--- src/hw/eeprom_pkg.sv ---
// constants and types shared by the two-wire eeprom target
package eeprom_pkg;
  // array and word geometry
  localparam int          DATA_W      = 8;
  localparam int          ADDR_W      = 8;
  localparam int          OFF_W       = 4;
  localparam int          PAGE_BYTES  = 16;
  localparam int          MEM_BYTES   = 256;
  localparam int          FIFO_DEPTH  = 16;
  localparam int          ENTRY_W     = OFF_W + DATA_W;
  localparam logic [7:0]  ERASED_BYTE = 8'hFF;
  // bits in one serial word before the acknowledge clock
  localparam logic [3:0]  WORD_BITS   = 4'h8;
  // direction bit value that selects a read
  localparam logic        DIR_READ    = 1'h1;
  // programming time and clock rate
  localparam int unsigned TWC_US      = 5000;
  localparam int unsigned CLK_KHZ     = 40000;
  localparam int unsigned TWC_CYCLES  = (TWC_US * CLK_KHZ) / 1000;

  // transaction phase of the target
  typedef enum logic [2:0] {
    ST_IDLE,
    ST_DEVADDR,
    ST_MEMADDR,
    ST_WRDATA,
    ST_RDDATA
  } state_e;
endpackage : eeprom_pkg

--- src/hw/eeprom_ifs.sv ---
// interfaces carrying the sampled bus lines and the write data stream
`timescale 1ns/100ps
interface line_if;
  logic       scl;
  logic       sda;
  logic       wp;
  logic [2:0] sel;
  logic       scl_rise;
  logic       scl_fall;
  logic       start;
  logic       stop;
  modport sync (output scl, sda, wp, sel, scl_rise, scl_fall, start, stop);
  modport core (input  scl, sda, wp, sel, scl_rise, scl_fall, start, stop);
endinterface : line_if

interface stream_if #(parameter int W = 12);
  logic         in_valid;
  logic         in_ready;
  logic [W-1:0] in_data;
  logic         out_valid;
  logic         out_ready;
  logic [W-1:0] out_data;
  modport src  (output in_valid, in_data, input in_ready);
  modport fifo (input in_valid, in_data, out_ready, output in_ready, out_valid, out_data);
  modport snk  (input out_valid, out_data, output out_ready);
endinterface : stream_if

--- src/hw/pin_sync.sv ---
// synchroniser and edge, start and stop finder for the bus pins
`timescale 1ns/100ps
module pin_sync (
  input  wire logic       clock_i,
  input  wire logic       resetn_i,
  input  wire logic       scl_i,
  input  wire logic       sda_i,
  input  wire logic       wp_i,
  input  wire logic [2:0] sel_i,
  line_if.sync            ln
);
  logic [5:0] meta_q;
  logic [5:0] sync_q;
  logic       scl_prev_q;
  logic       sda_prev_q;

  // two flops per pin, then one more stage of clock and data for edges
  always_ff @(posedge clock_i or negedge resetn_i) begin
    if (!resetn_i) begin
      meta_q     <= 6'h3F;
      sync_q     <= 6'h3F;
      scl_prev_q <= 1'h1;
      sda_prev_q <= 1'h1;
    end else begin
      meta_q     <= {sel_i, wp_i, sda_i, scl_i};
      sync_q     <= meta_q;
      scl_prev_q <= sync_q[0];
      sda_prev_q <= sync_q[1];
    end
  end

  // open pins are pulled low outside, so they simply read as low here
  assign ln.scl      = sync_q[0];
  assign ln.sda      = sync_q[1];
  assign ln.wp       = sync_q[2];
  assign ln.sel      = sync_q[5:3];
  assign ln.scl_rise = sync_q[0] & ~scl_prev_q;
  assign ln.scl_fall = ~sync_q[0] & scl_prev_q;
  // data edges while the clock stays high mark start and stop
  assign ln.start    = sync_q[0] & scl_prev_q & sda_prev_q & ~sync_q[1];
  assign ln.stop     = sync_q[0] & scl_prev_q & ~sda_prev_q & sync_q[1];
endmodule : pin_sync

--- src/hw/byte_fifo.sv ---
// first-in first-out buffer with valid and ready on both sides
`timescale 1ns/100ps
module byte_fifo #(
  parameter int WIDTH = 12,
  parameter int DEPTH = 16
) (
  input  wire logic clock_i,
  input  wire logic resetn_i,
  stream_if.fifo    s
);
  localparam int AW = $clog2(DEPTH);

  logic [WIDTH-1:0] buf_q [DEPTH];
  logic [AW:0]      wr_q;
  logic [AW:0]      rd_q;
  wire              full;
  wire              empty;
  wire              push;
  wire              pop;

  // pointer compare with one wrap bit gives honest full and empty
  assign full        = (wr_q[AW] != rd_q[AW]) && (wr_q[AW-1:0] == rd_q[AW-1:0]);
  assign empty       = (wr_q == rd_q);
  assign push        = s.in_valid && !full;
  assign pop         = s.out_ready && !empty;
  assign s.in_ready  = !full;
  assign s.out_valid = !empty;
  assign s.out_data  = buf_q[rd_q[AW-1:0]];

  // pointers
  always_ff @(posedge clock_i or negedge resetn_i) begin
    if (!resetn_i) begin
      wr_q <= '0;
      rd_q <= '0;
    end else begin
      if (push) wr_q <= wr_q + 1'b1;
      if (pop)  rd_q <= rd_q + 1'b1;
    end
  end

  // storage
  always_ff @(posedge clock_i) begin
    if (push) buf_q[wr_q[AW-1:0]] <= s.in_data;
  end
endmodule : byte_fifo

--- src/hw/eeprom_target.sv ---
// two-wire serial eeprom target: bus protocol, page write and array
// How it works
// RULE_01: take data bits on clock rise, change our data only after clock fall.
// RULE_02: data line changes only while clock low, except start and stop.
// RULE_03: data falling with clock high is start; it begins a new transaction.
// RULE_04: data rising with clock high is stop; after a read return to standby.
// RULE_05: stop after accepted write data starts timed programming; bus ignored meanwhile.
// RULE_06: every word is eight bits plus a ninth clock where receiver pulls low.
// RULE_07: on writes without protection, acknowledge every received word.
// RULE_08: after a read byte release data; a low acknowledge sends next address.
// RULE_09: high acknowledge then stop ends the read and returns to standby.
// RULE_10: no acknowledge and no stop: keep data released, send nothing more.
// RULE_11: first word after start is type code, select code, direction bit.
// RULE_12: answer only if type and select code match, else standby silently.
// RULE_13: direction bit zero means write, one means read.
// RULE_14: unconnected select pins read low, allowing eight devices per bus.
// RULE_15: byte write is address word, memory address, one data byte, then stop.
// RULE_16: more data bytes make a page write of up to sixteen bytes.
// RULE_17: page write steps only low four address bits, wrapping inside the page.
// RULE_18: with protection, acknowledge both addresses but refuse data and skip programming.
// RULE_19: protected page write refuses from first data byte, writing nothing.
// RULE_20: protection guards whole array; reads work regardless of protection.
// RULE_21: unconnected protect input reads low, array stays writable.
// RULE_22: while programming, leave write address word unacknowledged for polling.
// RULE_23: programming ends within five milliseconds of the stop.
// RULE_24: array of 256 bytes, addressed directly, erased state all ones.
`timescale 1ns/100ps
module eeprom_target import eeprom_pkg::*; #(
  parameter logic [3:0]  TYPE_CODE    = 4'h5,        // arbitrary value
  parameter int unsigned WRITE_CYCLES = TWC_CYCLES
) (
  input  wire logic       clock_i,
  input  wire logic       resetn_i,
  input  wire logic       scl_i,
  input  wire logic       sda_i,
  input  wire logic       write_protect_i,
  input  wire logic [2:0] hardwired_select_pins_i,
  output logic            sda_o,
  output logic            sda_oe_o,
  output logic            busy_o
);
  line_if                     ln ();
  stream_if #(.W(ENTRY_W))    fq ();

  state_e                     state_q;
  state_e                     state_d;
  logic [3:0]                 cnt_q;
  logic [3:0]                 cnt_d;
  logic                       ack_q;
  logic                       ack_d;
  logic                       oe_q;
  logic                       oe_d;
  logic [DATA_W-1:0]          shift_q;
  logic [DATA_W-1:0]          tx_q;
  logic [ADDR_W-1:0]          addr_q;
  logic                       have_data_q;
  logic                       refused_q;
  logic                       busy_q;
  logic [31:0]                timer_q;
  logic [OFF_W-1:0]           page_q;
  logic [PAGE_BYTES-1:0]      mask_q;
  logic [DATA_W-1:0]          page_data [PAGE_BYTES];
  logic [DATA_W-1:0]          mem [MEM_BYTES];

  wire                        rx_state;
  wire                        rx_bit;
  wire                        tx_bit;
  wire                        word_end;
  wire                        ack_end;
  wire                        rd_sample;
  wire                        dev_match;
  wire                        is_read;
  wire                        ack_give;
  wire                        push;
  wire                        load_rd;
  wire                        commit;
  wire                        discard;
  wire                        drain;
  wire                        prog_done;
  wire [DATA_W-1:0]           rd_byte;
  wire [OFF_W-1:0]            drain_off;

  // pin sampling and start, stop and edge finding
  pin_sync u_sync (
    .clock_i  (clock_i),
    .resetn_i (resetn_i),
    .scl_i    (scl_i),
    .sda_i    (sda_i),
    .wp_i     (write_protect_i),                      // [RULE_21]
    .sel_i    (hardwired_select_pins_i),              // [RULE_14]
    .ln       (ln.sync)
  );

  // accepted write bytes queue here before landing in the page latch
  byte_fifo #(.WIDTH(ENTRY_W), .DEPTH(FIFO_DEPTH)) u_fifo (
    .clock_i  (clock_i),
    .resetn_i (resetn_i),
    .s        (fq.fifo)
  );

  // bit timing decode on the sampled clock edges
  assign rx_state  = (state_q == ST_DEVADDR) || (state_q == ST_MEMADDR) ||
                     (state_q == ST_WRDATA);
  assign rx_bit    = ln.scl_rise && rx_state && !ack_q && (cnt_q != WORD_BITS); // [RULE_01]
  assign tx_bit    = ln.scl_fall && (state_q == ST_RDDATA) && !ack_q &&
                     (cnt_q != WORD_BITS);                                     // [RULE_01]
  assign word_end  = ln.scl_fall && !ack_q && (cnt_q == WORD_BITS);            // [RULE_06]
  assign ack_end   = ln.scl_fall && ack_q;
  assign rd_sample = ln.scl_rise && ack_q && (state_q == ST_RDDATA);

  // address word decode: type code, select code, direction last
  assign dev_match = (shift_q[7:4] == TYPE_CODE) && (shift_q[3:1] == ln.sel); // [RULE_11]
  assign is_read   = (shift_q[0] == DIR_READ);                                 // [RULE_13]

  // acknowledge decision per word type
  assign ack_give  = (state_q == ST_DEVADDR) ? (dev_match && !busy_q) :       // [RULE_12] [RULE_22]
                     (state_q == ST_MEMADDR) ? 1'b1 :                          // [RULE_07]
                     (state_q == ST_WRDATA)  ? (!ln.wp && !refused_q &&
                                                fq.in_ready) :                 // [RULE_18] [RULE_19]
                     1'b0;

  // data byte acceptance and read loading
  assign push      = word_end && (state_q == ST_WRDATA) && ack_give;          // [RULE_16]
  assign load_rd   = ack_end && ((state_q == ST_RDDATA) ||
                     ((state_q == ST_DEVADDR) && is_read));                    // [RULE_08] [RULE_20]
  assign rd_byte   = mem[addr_q];

  // stop with clean pending data programs; any other end drops the page, except one while programming is under way
  assign commit    = ln.stop && have_data_q && !refused_q && !busy_q;         // [RULE_05]
  assign discard   = (ln.start || ln.stop) && !commit;                         // [RULE_19]
  assign prog_done = busy_q && (timer_q == WRITE_CYCLES - 1);                  // [RULE_23]

  // the page latch drains the queue except while it is being programmed
  assign fq.in_valid  = push;
  assign fq.in_data   = {addr_q[OFF_W-1:0], shift_q};
  assign fq.out_ready = !busy_q;
  assign drain        = fq.out_valid && fq.out_ready;
  assign drain_off    = fq.out_data[ENTRY_W-1:DATA_W];

  // open-drain data pin: only ever pulls low
  assign sda_o    = 1'b0;
  assign sda_oe_o = oe_q;
  assign busy_o   = busy_q;

  // transaction phase
  always_comb begin
    state_d = state_q;
    if (ln.start) begin
      state_d = ST_DEVADDR;                                                    // [RULE_03]
    end else if (ln.stop) begin
      state_d = ST_IDLE;                                                       // [RULE_04] [RULE_09]
    end else begin
      case (state_q)
        ST_DEVADDR: begin
          if (word_end && !ack_give) state_d = ST_IDLE;                        // [RULE_12]
          else if (ack_end) state_d = is_read ? ST_RDDATA : ST_MEMADDR;        // [RULE_15]
        end
        ST_MEMADDR: begin
          if (ack_end) state_d = ST_WRDATA;
        end
        ST_WRDATA: begin
          if (word_end && !ack_give) state_d = ST_IDLE;                        // [RULE_18]
        end
        ST_RDDATA: begin
          if (rd_sample && ln.sda) state_d = ST_IDLE;                          // [RULE_10]
        end
        default: state_d = state_q;
      endcase
    end
  end

  // bit counter and acknowledge phase
  always_comb begin
    cnt_d = cnt_q;
    ack_d = ack_q;
    if (ln.start || ln.stop || (state_d == ST_IDLE)) begin
      cnt_d = 4'h0;
      ack_d = 1'b0;
    end else if (rx_bit || tx_bit) begin
      cnt_d = cnt_q + 4'h1;
    end else if (word_end) begin
      ack_d = 1'b1;                                                            // [RULE_06]
    end else if (ack_end) begin
      cnt_d = load_rd ? 4'h1 : 4'h0;
      ack_d = 1'b0;
    end
  end

  // data pin drive, moved on a clock fall, or released at once on a start or stop
  always_comb begin
    oe_d = oe_q;
    if (ln.start || ln.stop || (state_d == ST_IDLE)) begin
      oe_d = 1'b0;
    end else if (word_end) begin
      oe_d = (state_q != ST_RDDATA) && ack_give;                               // [RULE_07] [RULE_08]
    end else if (ack_end) begin
      oe_d = load_rd ? ~rd_byte[DATA_W-1] : 1'b0;                              // [RULE_02]
    end else if (tx_bit) begin
      oe_d = ~tx_q[DATA_W-1];                                                  // [RULE_01]
    end
  end

  // control registers
  always_ff @(posedge clock_i or negedge resetn_i) begin
    if (!resetn_i) begin
      state_q <= ST_IDLE;
      cnt_q   <= 4'h0;
      ack_q   <= 1'b0;
      oe_q    <= 1'b0;
    end else begin
      state_q <= state_d;
      cnt_q   <= cnt_d;
      ack_q   <= ack_d;
      oe_q    <= oe_d;
    end
  end

  // receive and transmit shifters
  always_ff @(posedge clock_i or negedge resetn_i) begin
    if (!resetn_i) begin
      shift_q <= 8'h00;
      tx_q    <= 8'h00;
    end else begin
      if (rx_bit)  shift_q <= {shift_q[DATA_W-2:0], ln.sda};
      if (load_rd) tx_q    <= {rd_byte[DATA_W-2:0], 1'b0};
      else if (tx_bit) tx_q <= {tx_q[DATA_W-2:0], 1'b0};
    end
  end

  // address counter: full step on reads, in-page step on writes
  always_ff @(posedge clock_i or negedge resetn_i) begin
    if (!resetn_i) begin
      addr_q <= 8'h00;
    end else if (word_end && (state_q == ST_MEMADDR)) begin
      addr_q <= shift_q;
    end else if (push) begin
      addr_q <= {addr_q[ADDR_W-1:OFF_W], addr_q[OFF_W-1:0] + 4'h1};            // [RULE_17]
    end else if (load_rd) begin
      addr_q <= addr_q + 8'h01;
    end
  end

  // write transaction bookkeeping; a refusal sticks until the next start or stop
  always_ff @(posedge clock_i or negedge resetn_i) begin
    if (!resetn_i) begin
      have_data_q <= 1'b0;
      refused_q   <= 1'b0;
    end else begin
      if (push) have_data_q <= 1'b1;
      else if (ln.start || ln.stop) have_data_q <= 1'b0;
      if (word_end && (state_q == ST_WRDATA) && !ack_give) refused_q <= 1'b1;  // [RULE_19]
      else if (ln.start || ln.stop) refused_q <= 1'b0;
    end
  end

  // programming timer; bus words meanwhile go unanswered
  always_ff @(posedge clock_i or negedge resetn_i) begin
    if (!resetn_i) begin
      busy_q  <= 1'b0;
      timer_q <= 32'h0;
      page_q  <= 4'h0;
    end else if (commit) begin
      busy_q  <= 1'b1;                                                         // [RULE_05]
      timer_q <= 32'h0;
      page_q  <= addr_q[ADDR_W-1:OFF_W];
    end else if (prog_done) begin
      busy_q  <= 1'b0;                                                         // [RULE_23]
    end else if (busy_q) begin
      timer_q <= timer_q + 32'h1;
    end
  end

  // page latch: which offsets hold new data
  always_ff @(posedge clock_i or negedge resetn_i) begin
    if (!resetn_i) begin
      mask_q <= '0;
    end else if (prog_done || (discard && !busy_q)) begin
      mask_q <= '0;                                                            // [RULE_18]
    end else if (drain) begin
      mask_q[drain_off] <= 1'b1;
    end
  end

  // page latch data; a later byte at the same offset overwrites
  always_ff @(posedge clock_i) begin
    if (drain) page_data[drain_off] <= fq.out_data[DATA_W-1:0];                // [RULE_17]
  end

  // array: erased after reset, page written at the end of programming
  always_ff @(posedge clock_i or negedge resetn_i) begin
    if (!resetn_i) begin
      for (int i = 0; i < MEM_BYTES; i++) mem[i] <= ERASED_BYTE;               // [RULE_24]
    end else if (prog_done) begin
      for (int i = 0; i < PAGE_BYTES; i++) begin
        if (mask_q[i]) mem[{page_q, 4'(i)}] <= page_data[i];                   // [RULE_20]
      end
    end
  end
endmodule : eeprom_target

--- config.mk ---
export PLATFORM = sky130hd
export DESIGN_NAME = eeprom_target
export DESIGN_NICKNAME = d
export VERILOG_FILES = /design/src/hw/eeprom_pkg.sv /design/src/hw/eeprom_ifs.sv /design/src/hw/pin_sync.sv /design/src/hw/byte_fifo.sv /design/src/hw/eeprom_target.sv
export SDC_FILE = /design/constraint.sdc
export NUM_CORES = 2
export LEC_CHECK = 0
export BUFFER_PORTS_ARGS = -buffer_cell sky130_fd_sc_hd__buf_2
export CAP_MARGIN = 30
export CORE_MARGIN = 5
export CORE_UTILIZATION = 30
export DETAILED_ROUTE_END_ITERATION = 12
export PLACE_DENSITY = 0.49
export SYNTH_ARGS = -nofsm -noshare
export SYNTH_HDL_FRONTEND = slang
export SYNTH_HIERARCHICAL = 1
export SYNTH_SLANG_ARGS = --single-unit
--- constraint.sdc ---
create_clock -name clock_i -period 3.4 [get_ports clock_i]
set_input_delay 0.17 -clock clock_i [delete_from_list [all_inputs] [get_ports clock_i]]
set_output_delay 0.17 -clock clock_i [all_outputs]
set_load 0.005 [all_outputs]
==> summary.md <==
| Metric | Value |
|---|---|
| Outcome | `complete, but fails checks` |
| Failing checks | `negative setup slack` |
| Die Ht | `631.0 µm` |
| GRT Resource Usage Total | `22.18%` |
| Critical Path Fanout Max | `14` |
| Synthesis-to-finish area growth | `21.69%` |
| Post-synthesis instance total | `6894` |
| Final hold viol count | `0` |
| Clk slew on worst S/H paths | `0.06 ns` |
| Layout fillers | `35669` |
| Top sig layer | `met5` |
| DRT Wirelength | `450500 µm` |
| Worst Setup Path Type | `flop to flop` |
| Met3 wire length | `30190 µm` |
| Post-DRT Antenna Nets | `0` |
| Clk buf depth | `4` |
| Cts bufs inserted | `286` |
| MaxCap Viol Count | `0` |
| Pwr dens | `451.0 mW/mm²` |
| Period minus WS final | `3.455 ns` |
| Via Count | `69353` |
| Die width | `631.0 µm` |
| Post-route DRC | `0` |
| Setup WS post-layout | `-0.05506 ns` |
| Yosys cell types | `89` |
| H-tree depth | `5` |
| Setup-failing EPs final | `1` |
| Synthesized area per cell | `16.78 µm²` |
| Actual slew at the worst max-slew pin | `1.083 ns` |
| HPWL after DPL | `317000 µm` |
| Nets@finish | `7796` |
| Num rows | `228` |
| Met1 WL | `196600 µm` |
| DR iter-0 viols | `5797` |
| Fraction of registers with async set/reset | `87.09%` |
| Layout cells sized above 1 | `80.22%` |
| Main synth FF type | `dfstp_2` |
| Highest clock rate | `0.2894 GHz` |
| Pleak | `55.37 nW` |
| Switching power of the nets | `13.96 mW` |
| Sw frac | `21.99%` |
| Synth warn | `6` |
| CTS sink count | `2479` |
| Wire length per cell | `34.45 µm` |
| Pint | `49.54 mW` |
| Worst EP arrival | `4.29 ns` |
| Final Skew | `0.04814 ns` |
| Mapped Area | `0.1157 mm²` |
| Area of the core | `0.3848 mm²` |
| Sequential share of the synthesized area | `57.23%` |
| Wire length on met2 | `203300 µm` |
| IO Pins | `11` |
| Flop pwr share | `48.1%` |
| Commonest non-fill, non-tap cell in the layout | `dfstp_2` |
| Vias in the first global route | `72935` |
| Largest net degree at the start of global routing | `143` |
| Startpoint types | `flop` |
| Total design power | `63.50 mW` |
| Worst hold path type | `primary input to asynchronous set/reset pin` |
| Mapped Nets | `6911` |
| CTS tree | `yes` |
| DR vias/cell | `5.303` |
| Clk Latency, worst-skew pair | `0.92 ns` |
| Flops & latches, synth | `2479` |
| Clk root buf | `clkbuf_16` |
| RePlAce Congestion | `1.052` |
| Most frequent cells in the layout | `2062 x dfstp_2, 1638 x mux2_2, 704 x buf_4` |
| Gr ovfl total | `0` |
| Post-synth top area cell | `dfstp_2` |
| Setup crit end kind | `flop` |
| Synth top area cells | `dfstp_2 47%, mux2_2 16%, mux4_2 10%` |
| Unrepaired setup endpoints after global routing | `yes` |
| DIE AREA | `0.3982 mm²` |
| Antenna violations before repair | `55` |
| Port bufs | `9` |
| Final slew viol count | `0` |
| Worst Path Required | `4.24 ns` |
| Post-synth EDFFs | `320` |
| Clock share of power | `50.6%` |
| Worst vdd ir | `0.4650 mV` |
| Comb power frac | `1.3%` |
| Initial cell density of the core | `30.07%` |
| Tcrit/Tclk final | `101.6%` |
| Worst slack, placed | `-0.2584 ns` |
| Global-route wire length before repair | `622500 µm` |
| Pre-antenna DRT Iters | `8` |
| Top cell type's share of synthesized area | `46.82%` |
| Slew headroom | `27.77%` |
[synthesized netlist by cell type (all sizes together), types with 5 or more instances]
master,number
a2111oi,6
a211oi,9
a21oi,58
a221oi,20
a22o,23
a22oi,126
a31oi,10
and2,14
and3,8
and4,9
buf,164
clkbuf,235
dfrtp,97
dfstp,2062
edfxtp,320
ha,9
inv,15
mux2,2070
mux2i,121
mux4,525
nand2,163
nand2b,16
nand3,57
nand4,27
nor2,390
nor2b,39
nor3,28
nor4,8
o211ai,10
o21a,18
o21ai,40
o221ai,21
o22ai,40
o41ai,6
or2,7
or3,5
or4,6
xnor2,25
xor2,27
[power by group through the flow]
stage	combinational (mW)	clock [mW]	sequential (mW)
detailed placement	0.827	0	31.0
global placement	0.798	0	31.0
floorplan	0.104	0	30.9
global route	0.930	34.0	30.6
CTS	0.840	32.8	30.6
finish	0.805	32.1	30.6
[metal layers]
metal  up-vias  global-route usage [%]
met2      2275                   34.31
met4         4                   8.380
met1     38455                   30.35
li1      27945                       -
met3       674                   4.983
met5         -                       0
[stage by stage]
| stage | instance area [µm²] | hold slack [ns] | utilization, % | cells | setup TNS (ns) |
|---|---|---|---|---|---|
| floorplan | 115700 | -0.1256 | - | 6894 | -2.577 |
| global placement | 130000 | 0.2768 | 33.78 | 12501 | -0.7457 |
| detailed placement | 130700 | 0.2785 | 33.97 | 12533 | -0.5623 |
| CTS | 140600 | 0.2415 | 36.53 | 13058 | 0 |
| global route | 140800 | 0.2885 | 36.58 | 13065 | -0.004691 |
| finish | 140800 | 0.2582 | 36.59 | 13077 | -0.05506 |
[worst max-delay path: stages, from the launching register on]
cell	delay, ns
dfrtp_4	0.49
buf_12	0.16
buf_16	0.22
mux4_2	0.61
nand2_1	0.18
a21oi_1	0.17
or4_1	0.52
and3_2	0.33
or4_4	0.51
o21ai_1	0.15
[timing repair]
item | in CTS | in global routing
pin swaps | 0 | 3
cloned | 0 | 1
hold buffers | 13 | 0
gates resized for setup | 10 | 15
endpoints found under the hold margin | 322 | 0
setup endpoints to repair | 4 | 6
setup buffers | 0 | 0
[path summary, 6_finish.rpt]
check	start	to	slack [ns]	cells past startpoint
max	addr_q[0]	sda_oe_o	-0.06	9
min	resetn_i	mem[585]	0.26	2
max reg2reg	addr_q[0]	sda_oe_o	-0.06	9
min reg2reg	u_sync/meta_q[2]	u_sync/sync_q[2]	0.35	0
max in group asynchronous	resetn_i	mem[1266]	2.19	3
min in group clock_i	u_sync/meta_q[2]	u_sync/sync_q[2]	0.35	0
[registers in the layout, summed over array words and instances, names as in the netlist]
register	cells
u_fifo/buf_q	192
u_sync/meta_q	6
page_data	128
mem	2048
ack_q	1
busy_o	1
u_fifo/rd_q	5
tx_q	7
refused_q	1
have_data_q	1
sda_oe_o	1
page_q	4
addr_q	8
state_q	3
timer_q	32
cnt_q	4
u_sync/scl_prev_q	1
u_sync/sda_prev_q	1
u_fifo/wr_q	5
mask_q	16
shift_q	8
u_sync/sync_q	6
[cells by family (layout without fill, tap and decap cells)]
logic type	after synthesis	after routing	share of synthesized area (%)
other	1	15	0.003241
buffers and inverters	415	1524	1.902
AND/OR/NAND/NOR	790	790	4.860
adder cells (fa/ha/maj)	9	9	0.09732
XOR/XNOR	52	52	0.3936
AO/OA/AOI/OAI	432	432	2.672
multiplexers	2716	2716	32.84
flip-flops	2479	2479	57.23
[layout make-up]
type,instances,area [µm²],area share (%)
diodes,14,35.03,0.02488
clock buffers,401,8344,5.926
clock inverters,111,1350,0.9588
inverters,16,60.06,0.04265
multi-input cells,4000,47450,33.70
flip-flops and latches,2479,66240,47.04
well taps,5060,6331,4.496
repair buffers,996,10990,7.807
Note: power is estimated with default switching activity, not from simulation.
